<file path="src/shared/bwm_defs.svh">
// Offsets, field positions and sizes for the bandwidth usage monitor id register.
// Included by the package and design files; definitions only.
`ifndef BWM_DEFS_SVH
`define BWM_DEFS_SVH
`define BWM_ID_OFFSET 12'h090
`define BWM_ADDR_W 12
`define BWM_DATA_W 32
`define BWM_CAPTURE_BIT 31
`define BWM_WIDE_BIT 30
`define BWM_WIDTH_SEL_BIT 29
`define BWM_RW_FILTER_BIT 28
`define BWM_OVERFLOW_BIT 26
`define BWM_SCALE_LSB 16
`define BWM_SCALE_W 5
`define BWM_COUNT_LSB 0
`define BWM_COUNT_W 16
`define BWM_INST_W 4
`define BWM_NUM_INST 1
`define BWM_SCALE_DEFAULT 5'h00
`define BWM_COUNT_DEFAULT 16'h0001
`endif

</file>
<file path="src/shared/bwm_pkg.sv">
// Types for the bandwidth usage monitor id register block.
// Relies on bwm_defs.svh for the scale and count widths.
`include "bwm_defs.svh"
package bwm_pkg;
  // Capability record of one resource instance
  typedef struct packed {
    logic capture;
    logic wide;
    logic width_sel;
    logic rw_filter;
    logic overflow;
    logic [`BWM_SCALE_W-1:0] scale;
    logic [`BWM_COUNT_W-1:0] count;
  } bwm_caps_t;
  localparam int BWM_CAPS_W = 5 + `BWM_SCALE_W + `BWM_COUNT_W;
endpackage

</file>
<file path="src/bwm_caps_rom.sv">
// Registered-read table of per-instance capability words.
// Assumes one clock, synchronous active-low reset, shared clock enable.
`timescale 1ns/1ps
`include "bwm_defs.svh"
module bwm_caps_rom
  import bwm_pkg::*;
#(
  parameter int NUM_INST = `BWM_NUM_INST,
  parameter int INST_W = `BWM_INST_W,
  parameter logic [NUM_INST*BWM_CAPS_W-1:0] TABLE = '0
)(
  input wire logic clock, // System clock
  input wire logic resetn, // Synchronous reset, active low
  input wire logic clk_en, // Freezes state when low
  input wire logic [INST_W-1:0] inst, // Instance to look up
  output logic [BWM_CAPS_W-1:0] rdata // Registered capability word
);
  // Refuse a table that the select field cannot address
  if (INST_W < 1 || INST_W > 16 || NUM_INST < 1 || NUM_INST > (1 << INST_W))
  begin : g_bad_inst
    $error("NUM_INST does not fit INST_W");
  end

  typedef struct packed {
    logic [BWM_CAPS_W-1:0] data;
  } bwm_rom_state_t;
  bwm_rom_state_t state_reg;
  bwm_rom_state_t state_next;

  // Pick the entry; out-of-range instance reads zero
  always_comb
  begin
    state_next = state_reg;
    state_next.data = '0;
    for (int i = 0; i < NUM_INST; i++)
    begin
      if (inst == INST_W'(i))
        state_next.data = TABLE[i*BWM_CAPS_W +: BWM_CAPS_W];
    end
  end

  // State register
  always_ff @(posedge clock)
  begin
    if (!resetn)
      state_reg <= '0;
    else if (clk_en)
      state_reg <= state_next;
  end
  assign rdata = state_reg.data;
endmodule // bwm_caps_rom

</file>
<file path="src/bwm_id_reg.sv">
// Read-only id register that reports bandwidth usage monitor capabilities.
// Assumes a simple read/write register port from the feature page decoder,
// with Secure and Non-secure pages told apart by a page select input.
// Function
// Present only when all three features exist
// One 32-bit read-only word
// Bit 31 reports capture snapshot support
// Bit 30 reports wide counter presence
// Bit 29 selects 44 or 63 bit width
// Width select reads zero without wide counter
// Bit 28 reports read/write filter selection
// Bit 26 reports overflow bitmap presence
// Bits 30,29,28,26 zero on older revisions
// Bits 20:16 give usage counter shift
// Bits 15:0 give monitor instance count
// Instance fields follow partition-select instance
// Readable from Secure and Non-secure pages
// Separate copies when page contents differ
// Monitor-select instance field is ignored
// Reserved bits zero, writes ignored
`timescale 1ns/1ps
`include "bwm_defs.svh"
module bwm_id_reg
  import bwm_pkg::*;
#(
  parameter int NUM_INST = `BWM_NUM_INST,
  parameter int INST_W = `BWM_INST_W,
  parameter bit SPLIT_PAGES = 1'h0,
  parameter logic [NUM_INST*BWM_CAPS_W-1:0] SEC_TABLE =
    {5'h00, `BWM_SCALE_DEFAULT, `BWM_COUNT_DEFAULT},
  parameter logic [NUM_INST*BWM_CAPS_W-1:0] NSEC_TABLE = SEC_TABLE
)(
  input wire logic clock, // System clock
  input wire logic resetn, // Synchronous reset, active low
  input wire logic clk_en, // Freezes state when low
  input wire logic partitioning_feature, // Partitioning feature present
  input wire logic monitoring_present, // Monitoring present
  input wire logic bw_monitoring_present, // Bandwidth usage monitoring present
  input wire logic late_revision, // Revision defines bits 30,29,28,26
  input wire logic instance_select_present, // Resource-instance selection exists
  input wire logic [INST_W-1:0] resource_instance_select, // Partition-select instance field
  input wire logic [INST_W-1:0] monitor_sel_instance, // Monitor-select instance, unused
  input wire logic secure_page, // Access comes through Secure page
  input wire logic rd_en, // Read strobe
  input wire logic wr_en, // Write strobe, ignored
  input wire logic [`BWM_ADDR_W-1:0] addr, // Byte offset in feature page
  input wire logic [`BWM_DATA_W-1:0] wdata, // Write data, ignored
  output logic [`BWM_DATA_W-1:0] rdata, // Registered read data
  output logic rvalid // Read data valid pulse
);
  // Refuse instance counts that the select field cannot reach
  if (INST_W < 1 || INST_W > 16 || NUM_INST < 1 || NUM_INST > (1 << INST_W))
  begin : g_bad_inst
    $error("NUM_INST does not fit INST_W");
  end

  typedef struct packed {
    logic [`BWM_DATA_W-1:0] rdata;
    logic rvalid;
    logic pend;
    logic pend_hit;
    logic page_sel;
    logic [`BWM_DATA_W-1:0] unused_sink;
  } bwm_state_t;
  bwm_state_t state_reg;
  bwm_state_t state_next;

  logic [BWM_CAPS_W-1:0] sec_caps;
  logic [BWM_CAPS_W-1:0] nsec_caps;
  logic [INST_W-1:0] inst_sel;
  bwm_caps_t caps;

  // Instance choice uses only the partition-select field
  assign inst_sel = instance_select_present ? resource_instance_select : '0; // see

  // Pack capability word into register layout
  function automatic logic [`BWM_DATA_W-1:0] pack_id(bwm_caps_t c, logic late);
    logic [`BWM_DATA_W-1:0] w;
    w = '0;
    w[`BWM_CAPTURE_BIT] = c.capture;
    if (late)
    begin
      w[`BWM_WIDE_BIT] = c.wide;
      w[`BWM_WIDTH_SEL_BIT] = c.wide & c.width_sel; // see
      w[`BWM_RW_FILTER_BIT] = c.rw_filter;
      w[`BWM_OVERFLOW_BIT] = c.overflow;
    end
    w[`BWM_SCALE_LSB +: `BWM_SCALE_W] = c.scale;
    w[`BWM_COUNT_LSB +: `BWM_COUNT_W] = c.count;
    return w;
  endfunction

  // Secure copy lookup
  bwm_caps_rom #(
    .NUM_INST(NUM_INST),
    .INST_W(INST_W),
    .TABLE(SEC_TABLE)
  ) u_sec_rom (
    .clock(clock),
    .resetn(resetn),
    .clk_en(clk_en),
    .inst(inst_sel),
    .rdata(sec_caps)
  );

  // Separate Non-secure copy only when contents differ
  generate
    if (SPLIT_PAGES)
    begin : g_split
      bwm_caps_rom #(
        .NUM_INST(NUM_INST),
        .INST_W(INST_W),
        .TABLE(NSEC_TABLE)
      ) u_nsec_rom (
        .clock(clock),
        .resetn(resetn),
        .clk_en(clk_en),
        .inst(inst_sel),
        .rdata(nsec_caps)
      );
    end
    else
    begin : g_shared
      assign nsec_caps = sec_caps;
    end
  endgenerate

  // Page of the pending read, captured with the table lookup
  assign caps = state_reg.page_sel ? bwm_caps_t'(sec_caps) : bwm_caps_t'(nsec_caps);

  // Read in two steps: decode, then format from table output
  always_comb
  begin
    state_next = state_reg;
    state_next.rvalid = 1'h0;
    state_next.pend = rd_en;
    state_next.page_sel = secure_page;
    state_next.pend_hit = (addr == `BWM_ID_OFFSET) && partitioning_feature
      && monitoring_present && bw_monitoring_present;
    state_next.unused_sink = wr_en ? wdata : state_reg.unused_sink;
    if (state_reg.pend)
    begin
      state_next.rvalid = 1'h1;
      state_next.rdata = state_reg.pend_hit ? pack_id(caps, late_revision) : '0; // see
    end
  end

  // State register
  always_ff @(posedge clock)
  begin
    if (!resetn)
      state_reg <= '0;
    else if (clk_en)
      state_reg <= state_next;
  end

  assign rdata = state_reg.rdata;
  assign rvalid = state_reg.rvalid;
endmodule // bwm_id_reg

</file>
<file path="config.mk">
export PLATFORM = sky130hd
export DESIGN_NAME = bwm_id_reg
export DESIGN_NICKNAME = d
export VERILOG_FILES = /design/src/shared/bwm_pkg.sv /design/src/bwm_caps_rom.sv /design/src/bwm_id_reg.sv
export VERILOG_INCLUDE_DIRS = /design/src /design/src/shared
export SDC_FILE = /design/constraint.sdc
export NUM_CORES = 1
export LEC_CHECK = 0
export BUFFER_PORTS_ARGS = -buffer_cell sky130_fd_sc_hd__buf_2
export CORE_MARGIN = 1
export CORE_UTILIZATION = 26
export CTS_CLUSTER_SIZE = 14
export DETAILED_ROUTE_END_ITERATION = 6
export PLACE_DENSITY = 0.86
export SKIP_LAST_GASP = 1
export SYNTH_ARGS = -nofsm -noshare
export SYNTH_HDL_FRONTEND = slang
export SYNTH_SLANG_ARGS = --single-unit
</file>
<file path="constraint.sdc">
create_clock -name clock -period 1.9 [get_ports clock]
set_clock_uncertainty 0.2 [all_clocks]
set_input_delay 0.38 -clock clock [delete_from_list [all_inputs] [get_ports clock]]
set_output_delay 0.38 -clock clock [all_outputs]
set_load 0.01 [all_outputs]
</file>
==> qor.csv, run 1 <==
stage;metric;value;unit
status;status;complete, no violations;
global_routing;gr usage total;8.465;%
global_routing;global route total overflow;0;
critical_path;WP buf/inv;1;
sta;fmax;778.6;MHz
critical_path;critical path peak fanout;2;
sta;Slew Viols, Final;0;
clocking;Sink Count;5;
sta;RSZ-0062 raised after global routing;false;
yosys;Mean Syn Cell Area;8.407;sq um
clocking;Hold Buf Count CTS;0;
routing;DRC;0;
layout;Final nets;147;
sta;Fin. Hold Viols;0;
global_routing;initial antenna violation count;0;
job;max-cap violations;0;
floorplan;Die Ht;44.93;um
floorplan;Placeable Area;0.001727;sq mm
critical_path;slowest CP cell;dfxtp_1;
floorplan;die width;44.93;um
global_routing;vias in the first global route;281;
yosys;post-synthesis cell area;479.2;sq um
layout;max reg flops;2;
clocking;Num CTS Buffers;3;
yosys;cell taking the most area after synthesis;buf_4;
critical_path;crit-path cells;buf_2;
yosys;post-synthesis sequential area ratio;20.89;%
floorplan;number of top-level pins;96;
floorplan;num rows;15;
clocking;clock tree root driver cell;clkbuf_4;
critical_path;CP peak stage delay;0.32;ns
routing;Routed WL;756;um
layout;Area growth syn-to-layout;10.44;%
power;Pleak;0.0002874;uW
yosys;Synth Register Bits;5;
layout;layout cells sized above 1;34.94;%
floorplan;Initial Util;27.75;%
global_routing;largest net degree at the start of global routing;9;
clocking;CTS H-Tree Depth;1;
critical_path;endpoint arrival time on the critical path;0.70;ns
global_routing;first-pass GRT wire length;1.152;mm
floorplan;Die ar.;0.002019;sq mm
yosys;Post-Syn Instances;57;
power;Worst VDD drop;445.8;uV
power;power density cells;568.8;mW/mm^2
routing;routed vias;354;
yosys;top cell type's share of synthesized area;50.13;%
sta;period utilisation layout;67.59;%
power;Pwr Total;301.0;uW
yosys;Synth area leaders;buf_4 (50%), dfxtp_1 (21%), a21boi_0 (4.7%);
sta;Final setup viols;0;
yosys;Yosys warnings;0;
critical_path;crit path kind;flop to output pin;
clocking;CTS tree;yes;
sta;Fin Hold WS;0.1249;ns
yosys;library cells used by synthesis;16;
critical_path;Critical Path RT;1.32;ns
routing;number of vias per cell;3.278;
sta;final worst path period need;1.284;ns
critical_path;crit-path leading delay family;flip-flops;
clocking;Max Root-Sink Buffers;2;
worst_hold_path;Hold Path Class;input pin to flop;
clocking;postcts setup bufs;0;
sta;Final TNS setup;0;ns
placement;input/output buffers;25;
critical_path;Critical Path Start Type;flop;
layout;leading cell types in the layout, fill and taps excluded;conb_1 (31), buf_2 (25), dfxtp_1 (5);
clocking;cts repair resizes;0;
layout;commonest non-fill, non-tap cell in the layout;conb_1;
routing;drt wl/cell;7.000;um
placement;gpl congestion;0.6464;
routing;Initial DRC Count;1;
routing;Pre-Repair DR Iteration Count;2;
layout;n_diodes;0;
clocking;clock latency at the later pin of the worst-skew pair;0.25;ns
routing;Final ANT Viol Nets;0;
placement;post-DP HPWL;679.4;um
critical_path;Critical Path End Type;output pin;
clocking;Clock transition at path regs;0.05;ns
[area by class of cell]
cell class	instances	area, sq um
repair buffers	25	125.1
fillers	205	1197
clock buffers	4	26.28
flip-flops and latches	5	100.1
multi-input cells	49	246.5
well taps	25	31.28
[synthesized netlist by cell type]
cell type	n
and4bb_2	1
nand2b_1	2
o21ai_0	1
a21boi_0	3
clkbuf_2	1
dfxtp_1	5
nor4bb_1	1
nand4_1	2
conb_1	1
or4_1	1
buf_4	32
a31oi_1	1
nor2b_1	1
mux2i_1	1
nor4b_1	2
nand2_1	2
[per-layer routing]
metal  track usage [%]  share of wire [%]  vias to the layer above
li1                  -                  -                      178
met1             7.561                 33                      150
met2             14.49                 55                       26
met3             7.200                 12                        0
met4             1.818                  0                        0
met5                 0                  0                        -
[final timing paths]
kind / startpoint / end / slack (ns) / cells past startpoint
worst max-delay path: rvalid / rvalid / 0.62 / 1
worst min-delay path: instance_select_present / u_sec_rom.rdata[0] / 0.12 / 2
worst max register to register: state_reg[34] / rdata[0] / 1.04 / 2
worst min register to register: rdata[0] / rdata[0] / 0.27 / 2
[cell families (layout without fill, tap and decap cells)]
group,after synthesis,in the layout,synth area share (%)
muxes,1,1,2.089
and+or+nand+nor,12,12,18.02
DFF,5,5,20.89
AOI/OAI and AO/OA,5,5,7.049
other,1,31,0.7825
buffers and inverters,33,29,51.17
[report_power, final]
part | leakage (uW) | internal (uW) | switching [uW] | total [uW]
Clock | 0.0000150 | 79.7 | 47.8 | 128
Sequential | 0.0000408 | 109 | 1.91 | 111
Combinational | 0.000232 | 23.8 | 39.0 | 62.9
Total | 0.000287 | 212 | 88.8 | 301
[through the flow]
stage	worst slack [ns]	instances	util, %	area [sq um]
floorplan	0.5951	87	-	591.8
global placement	0.4883	104	29.13	503.0
detailed placement	0.4815	104	29.13	503.0
CTS	0.6021	108	30.65	529.3
global route	0.5732	108	30.65	529.3
finish	0.6157	108	30.65	529.3
No activity file was read; power rests on OpenSTA's default activity.
==> run 2: changes to the inputs <==
- ABC_AREA: unset -> 1
- CORE_UTILIZATION: 26 -> 25
- PLACE_DENSITY: 0.86 -> 0.82
- clock period: 1.9 -> 1.3 ns (I/O delays scaled with it)
==> run 2 against run 1 <==
Die area is 7.7% higher. Sequential share of layout area is 0.81 points lower. Critical path type unchanged. Sequential power is 49% higher. Highest routed layer is now met4. Cell count is 18% higher. Critical path depth stayed put. Largest power group unchanged. Clock power is 41% higher.
==> qor.csv, run 2 <==
stage;metric;value;unit
clocking;Sink Count;5;
critical_path;Levels on crit path;1;
layout;leading cell types in the layout, fill and taps excluded;conb_1 (31), buf_2 (25), nor2_1 (12);
global_routing;vias in the first global route;309;
critical_path;Critical Path RT;0.84;ns
clocking;Num CTS Buffers;3;
yosys;top cell type's share of synthesized area;48.24;%
yosys;cell taking the most area after synthesis;buf_4;
critical_path;CP peak stage delay;0.33;ns
floorplan;num rows;15;
sta;period utilisation layout;89.18;%
critical_path;endpoint arrival time on the critical path;0.70;ns
clocking;clock tree root driver cell;clkbuf_4;
yosys;library cells used by synthesis;11;
yosys;most frequent cell after synthesis;buf_4;
sta;Slew Viols, Final;0;
floorplan;Die ar.;0.002174;sq mm
yosys;Yosys warnings;0;
critical_path;worst r2r path cells;3;
critical_path;crit-path cells;buf_2;
floorplan;die width;46.63;um
routing;Routed WL;781;um
global_routing;initial antenna violation count;0;
clocking;clock latency at the later pin of the worst-skew pair;0.24;ns
critical_path;CP startpoint;rdata[0];
yosys;most instantiated cells after synthesis;buf_4 (32), nor2_1 (12), nand2_1 (11), inv_1 (6), dfxtp_1 (5);
global_routing;gr usage total;8.852;%
yosys;number of synthesized flops with an enable pin;0;
placement;post-DP HPWL;689.2;um
job;max-cap violations;0;
placement;gpl congestion;0.7735;
routing;drt wl/cell;6.150;um
power;Worst VDD drop;278.9;uV
clocking;Hold Buf Count CTS;0;
routing;Pre-Repair DR Iteration Count;2;
worst_hold_path;Hold Path Class;input pin to flop;
clocking;cts repair resizes;0;
critical_path;Critical Path End Type;output pin;
clocking;CTS tree;yes;
routing;routed vias;414;
yosys;Synth Register Bits;5;
critical_path;RR Startpoint;state_reg[34];
critical_path;Worst Setup EP;rdata[0];
layout;max reg flops;2;
layout;Area growth syn-to-layout;11.06;%
yosys;post-synthesis cell area;498.0;sq um
critical_path;WP buf/inv;1;
sta;Final TNS setup;0;ns
floorplan;Placeable Area;0.001802;sq mm
floorplan;number of top-level pins;96;
clocking;postcts setup bufs;0;
routing;Final ANT Viol Nets;0;
sta;RSZ-0062 raised after global routing;false;
global_routing;largest net degree at the start of global routing;8;
layout;layout cells sized above 1;28.43;%
placement;Placement Setup Slack;0.2223;ns
clocking;CTS H-Tree Depth;1;
power;Power Internal;313.8;uW
floorplan;Initial Util;27.64;%
critical_path;crit path kind;flop to output pin;
critical_path;Critical Path Start Type;flop;
global_routing;global route total overflow;0;
yosys;Synth area leaders;buf_4 (48%), dfxtp_1 (20%), nor2_1 (9.0%);
yosys;post-synthesis sequential area ratio;20.10;%
placement;input/output buffers;25;
power;Combinational Power Share;23.2;%
power;Net Switching;137.0;uW
yosys;Mean Syn Cell Area;6.640;sq um
clocking;Clock transition at path regs;0.04;ns
routing;DRC;0;
power;Pleak;0.0003360;uW
sta;Fin. Hold Viols;0;
critical_path;slowest CP cell;dfxtp_1;
global_routing;first-pass GRT wire length;1.179;mm
critical_path;capturing point of the worst reg2reg path;rdata[0];
sta;fmax;862.6;MHz
floorplan;Die Ht;46.63;um
routing;Initial DRC Count;1;
layout;commonest non-fill, non-tap cell in the layout;conb_1;
critical_path;crit-path leading delay family;flip-flops;
sta;setup ws final;0.1407;ns
sta;Final setup viols;0;
routing;number of vias per cell;3.260;
layout;n_diodes;0;
sta;final worst path period need;1.159;ns
yosys;ys async rst share;0;%
yosys;Post-Syn Instances;75;
yosys;Synth Flop Type;dfxtp_1;
power;power density cells;815.0;mW/mm^2
status;status;complete, no violations;
critical_path;register-to-register setup slack;0.39;ns
power;switching share of power;30.38;%
critical_path;critical path peak fanout;2;
layout;Final nets;166;
power;clock power share;40.1;%
clocking;Max Root-Sink Buffers;2;
power;Sequential Power Share;36.6;%
==> run 2: changes by cell type after synthesis, sizes merged, moves of 2 or more <==
cell    change
a21boi      -3
nor4b       -2
nand4       -2
nor2       +12
nand2b      -2
inv         +6
a21oi       +4
nand2       +9
==> run 2: stage by stage <==
| stage | cell area (sq um) | utilization [%] | cells | hold WS [ns] | power (uW) |
|---|---|---|---|---|---|
| 2_1_floorplan | 610.6 | - | 105 | 0.1673 | 300.6 |
| 3_3_place_gp | 526.8 | 29.24 | 123 | 0.2541 | 269.9 |
| 3_5_place_dp | 526.8 | 29.24 | 123 | 0.2621 | 271.1 |
| 4_1_cts | 553.0 | 30.69 | 127 | 0.004274 | 459.8 |
| 5_1_grt | 553.0 | 30.69 | 127 | 0.01295 | 487.6 |
| 6_report | 553.0 | 30.69 | 127 | 0.01248 | 450.7 |
==> run 2: how the worst min path moves through the flow <==
stage / from / endpoint / slack (ns) / cells after the start
floorplan: clk_en / u_sec_rom.rdata[0] / 0.17 / 1
global placement: rvalid / rvalid / 0.25 / 2
detailed placement: rvalid / rvalid / 0.26 / 2
CTS: instance_select_present / u_sec_rom.rdata[0] / 0.004 / 2
global route: instance_select_present / u_sec_rom.rdata[0] / 0.01 / 2
finish: instance_select_present / u_sec_rom.rdata[0] / 0.01 / 2
==> run 2: cell type report <==
type / instances / area, sq um
clock buffer: 4 / 26.28
fill: 223 / 1249
inverter: 6 / 22.52
multi-input combinational: 62 / 247.7
sequential: 5 / 100.1
tap: 25 / 31.28
timing repair buffer: 25 / 125.1
==> run 2: metal layers <==
layer	vias up	GRT usage, %	part of all wire [%]
li1	218	-	-
met1	158	8.159	40
met2	36	12.78	42
met3	2	8.235	16
met4	0	5.143	1.4
met5	-	0	0
==> run 2: worst reg2reg max path, cell delays in order, from the launching register on <==
cell and delay [ns]:
dfxtp_1 0.34, nand2_1 0.08, a21oi_1 0.12, nor3_1 0.05
==> run 2: kinds of logic after synthesis <==
kind of cell / Yosys count / synth area share [%]
other: 1 / 0.7530
AOI/OAI and AO/OA: 7 / 8.041
and+or+nand+nor: 24 / 18.34
buffers and inverters: 38 / 52.76
DFF: 5 / 20.10
==> run 2: power by group through the flow <==
stage,logic (uW),registers [uW],clock network [uW]
5_1_grt,121,166,201
4_1_cts,104,165,191
6_report,105,165,181
2_1_floorplan,133,168,0
3_5_place_dp,103,168,0
3_3_place_gp,102,168,0
==> run 3: changes to the inputs <==
- CORE_UTILIZATION: 25 -> 27
- PLACE_DENSITY: 0.82 -> 0.87
- clock period: 1.3 -> 1.4 ns (I/O delays scaled with it)
==> run 3 against run 2 <==
Total power fell by 6.6%. Sequential share of layout area is the same. Design area did not move. Clock power is 6% lower. Flip-flop and latch count stayed put. Largest power group unchanged.
==> qor.csv, run 3 (synthesis gave the netlist of run 2 again) <==
stage;metric;value;unit
global_routing;global route total overflow;0;
global_routing;first-pass GRT wire length;945;um
routing;Final ANT Viol Nets;0;
sta;period utilisation layout;83.84;%
critical_path;Critical Path RT;0.92;ns
critical_path;critical path peak fanout;2;
worst_hold_path;Hold Path Class;input pin to flop;
floorplan;Placeable Area;0.001727;sq mm
routing;DRC;0;
routing;Pre-Repair DR Iteration Count;3;
placement;Placed Cells;123;
layout;final core occ;32.03;%
sta;Final setup viols;0;
placement;gpl congestion;0.6711;
critical_path;endpoint arrival time on the critical path;0.69;ns
sta;RSZ-0062 raised after global routing;false;
placement;input/output buffers;25;
layout;max reg flops;2;
sta;setup ws final;0.2262;ns
clocking;Hold Buf Count CTS;0;
critical_path;crit path kind;flop to output pin;
clocking;postcts setup bufs;0;
placement;Area after DPL;526.8;sq um
critical_path;WP buf/inv;1;
global_routing;initial antenna violation count;0;
status;status;complete, no violations;
layout;n_diodes;0;
layout;layout cells sized above 1;28.43;%
floorplan;Die ar.;0.002020;sq mm
layout;Area growth syn-to-layout;11.06;%
critical_path;crit-path cells;buf_2;
global_routing;largest net degree at the start of global routing;8;
critical_path;Critical Path End Type;output pin;
layout;Fill cells;196;
floorplan;Die Ht;44.95;um
global_routing;vias in the first global route;273;
routing;Routed WL;703;um
power;Pleak;0.0003360;uW
layout;Final nets;166;
floorplan;num rows;15;
sta;fmax;852.0;MHz
clocking;Sink Count;5;
clocking;Max Root-Sink Buffers;2;
critical_path;worst r2r path cells;3;
placement;post-DP HPWL;614.2;um
global_routing;gr usage total;6.722;%
critical_path;Critical Path Start Type;flop;
layout;leading cell types in the layout, fill and taps excluded;conb_1 (31), buf_2 (25), nor2_1 (12);
routing;met3 routed WL;99;um
worst_hold_path;Worst Hold Depth;2;
routing;routed wl met2;328;um
floorplan;number of top-level pins;96;
sta;Slew Viols, Final;0;
placement;Placement Setup Slack;0.2856;ns
clocking;Clock transition at path regs;0.04;ns
sta;final worst path period need;1.174;ns
sta;Final TNS setup;0;ns
clocking;CTS H-Tree Depth;1;
routing;top sig layer;met3;
clocking;cts repair resizes;0;
floorplan;die width;44.95;um
routing;number of vias per cell;3.488;
clocking;Num CTS Buffers;3;
clocking;clock tree root driver cell;clkbuf_4;
critical_path;crit-path leading delay family;flip-flops;
clocking;CTS tree;yes;
critical_path;slowest CP cell;dfxtp_1;
floorplan;Initial Util;28.84;%
power;power density cells;761.5;mW/mm^2
power;Worst VDD drop;476.2;uV
layout;non-filler cells, final;127;
clocking;clock latency at the later pin of the worst-skew pair;0.24;ns
critical_path;Levels on crit path;1;
layout;commonest non-fill, non-tap cell in the layout;conb_1;
job;max-cap violations;0;
routing;Initial DRC Count;4;
critical_path;CP peak stage delay;0.32;ns
sta;Fin. Hold Viols;0;
routing;routed vias;443;
routing;drt wl/cell;5.535;um
layout;Finished Cell Area;553.0;sq um
routing;met1 WL;276;um
## run 3: metrics by stage
step                      power, uW  hold WS [ns]
after floorplan               279.1        0.1873
after global placement        249.9        0.2488
after detailed placement      251.2        0.2535
after CTS                     423.1       0.02466
after global routing          451.2       0.01985
final                         421.1       0.02437
## run 3: worst reg2reg max path: cells and delay by family, from the launching register on
family / cells / cell delay [ns]
flip-flops: 1 / 0.34
AO/OA/AOI/OAI: 1 / 0.12
AND/OR/NAND/NOR: 2 / 0.13
## run 3: per-layer routing
| metal | vias to the layer above | global-route usage [%] |
|---|---|---|
| li1 | 220 | - |
| met1 | 185 | 6.829 |
| met2 | 38 | 11.01 |
| met3 | 0 | 4.800 |
| met4 | 0 | 1.818 |
| met5 | - | 0 |
## run 3: cell type report
| type | count | area (sq um) | share of cell area, % |
|---|---|---|---|
| clock buffers | 4 | 26.28 | 4.751 |
| inverters | 6 | 22.52 | 4.072 |
| multi-input cells | 62 | 247.7 | 44.80 |
| flip-flops and latches | 5 | 100.1 | 18.10 |
| well taps | 25 | 31.28 | 5.656 |
| repair buffers | 25 | 125.1 | 22.62 |
## run 3: path summary, 6_finish.rpt
check	startpoint	to	slack [ns]
max	rdata[0]	rdata[0]	0.23
max reg2reg	state_reg[34]	rdata[0]	0.50
min	instance_select_present	u_sec_rom.rdata[0]	0.02
min reg2reg	rvalid	rvalid	0.26
## run 3: where the power goes
| group | switching [uW] | internal [uW] | leakage [uW] |
|---|---|---|---|
| registers | 3.24 | 150 | 0.0000410 |
| clock network | 63.3 | 108 | 0.0000150 |
| logic | 63.1 | 33.8 | 0.000280 |
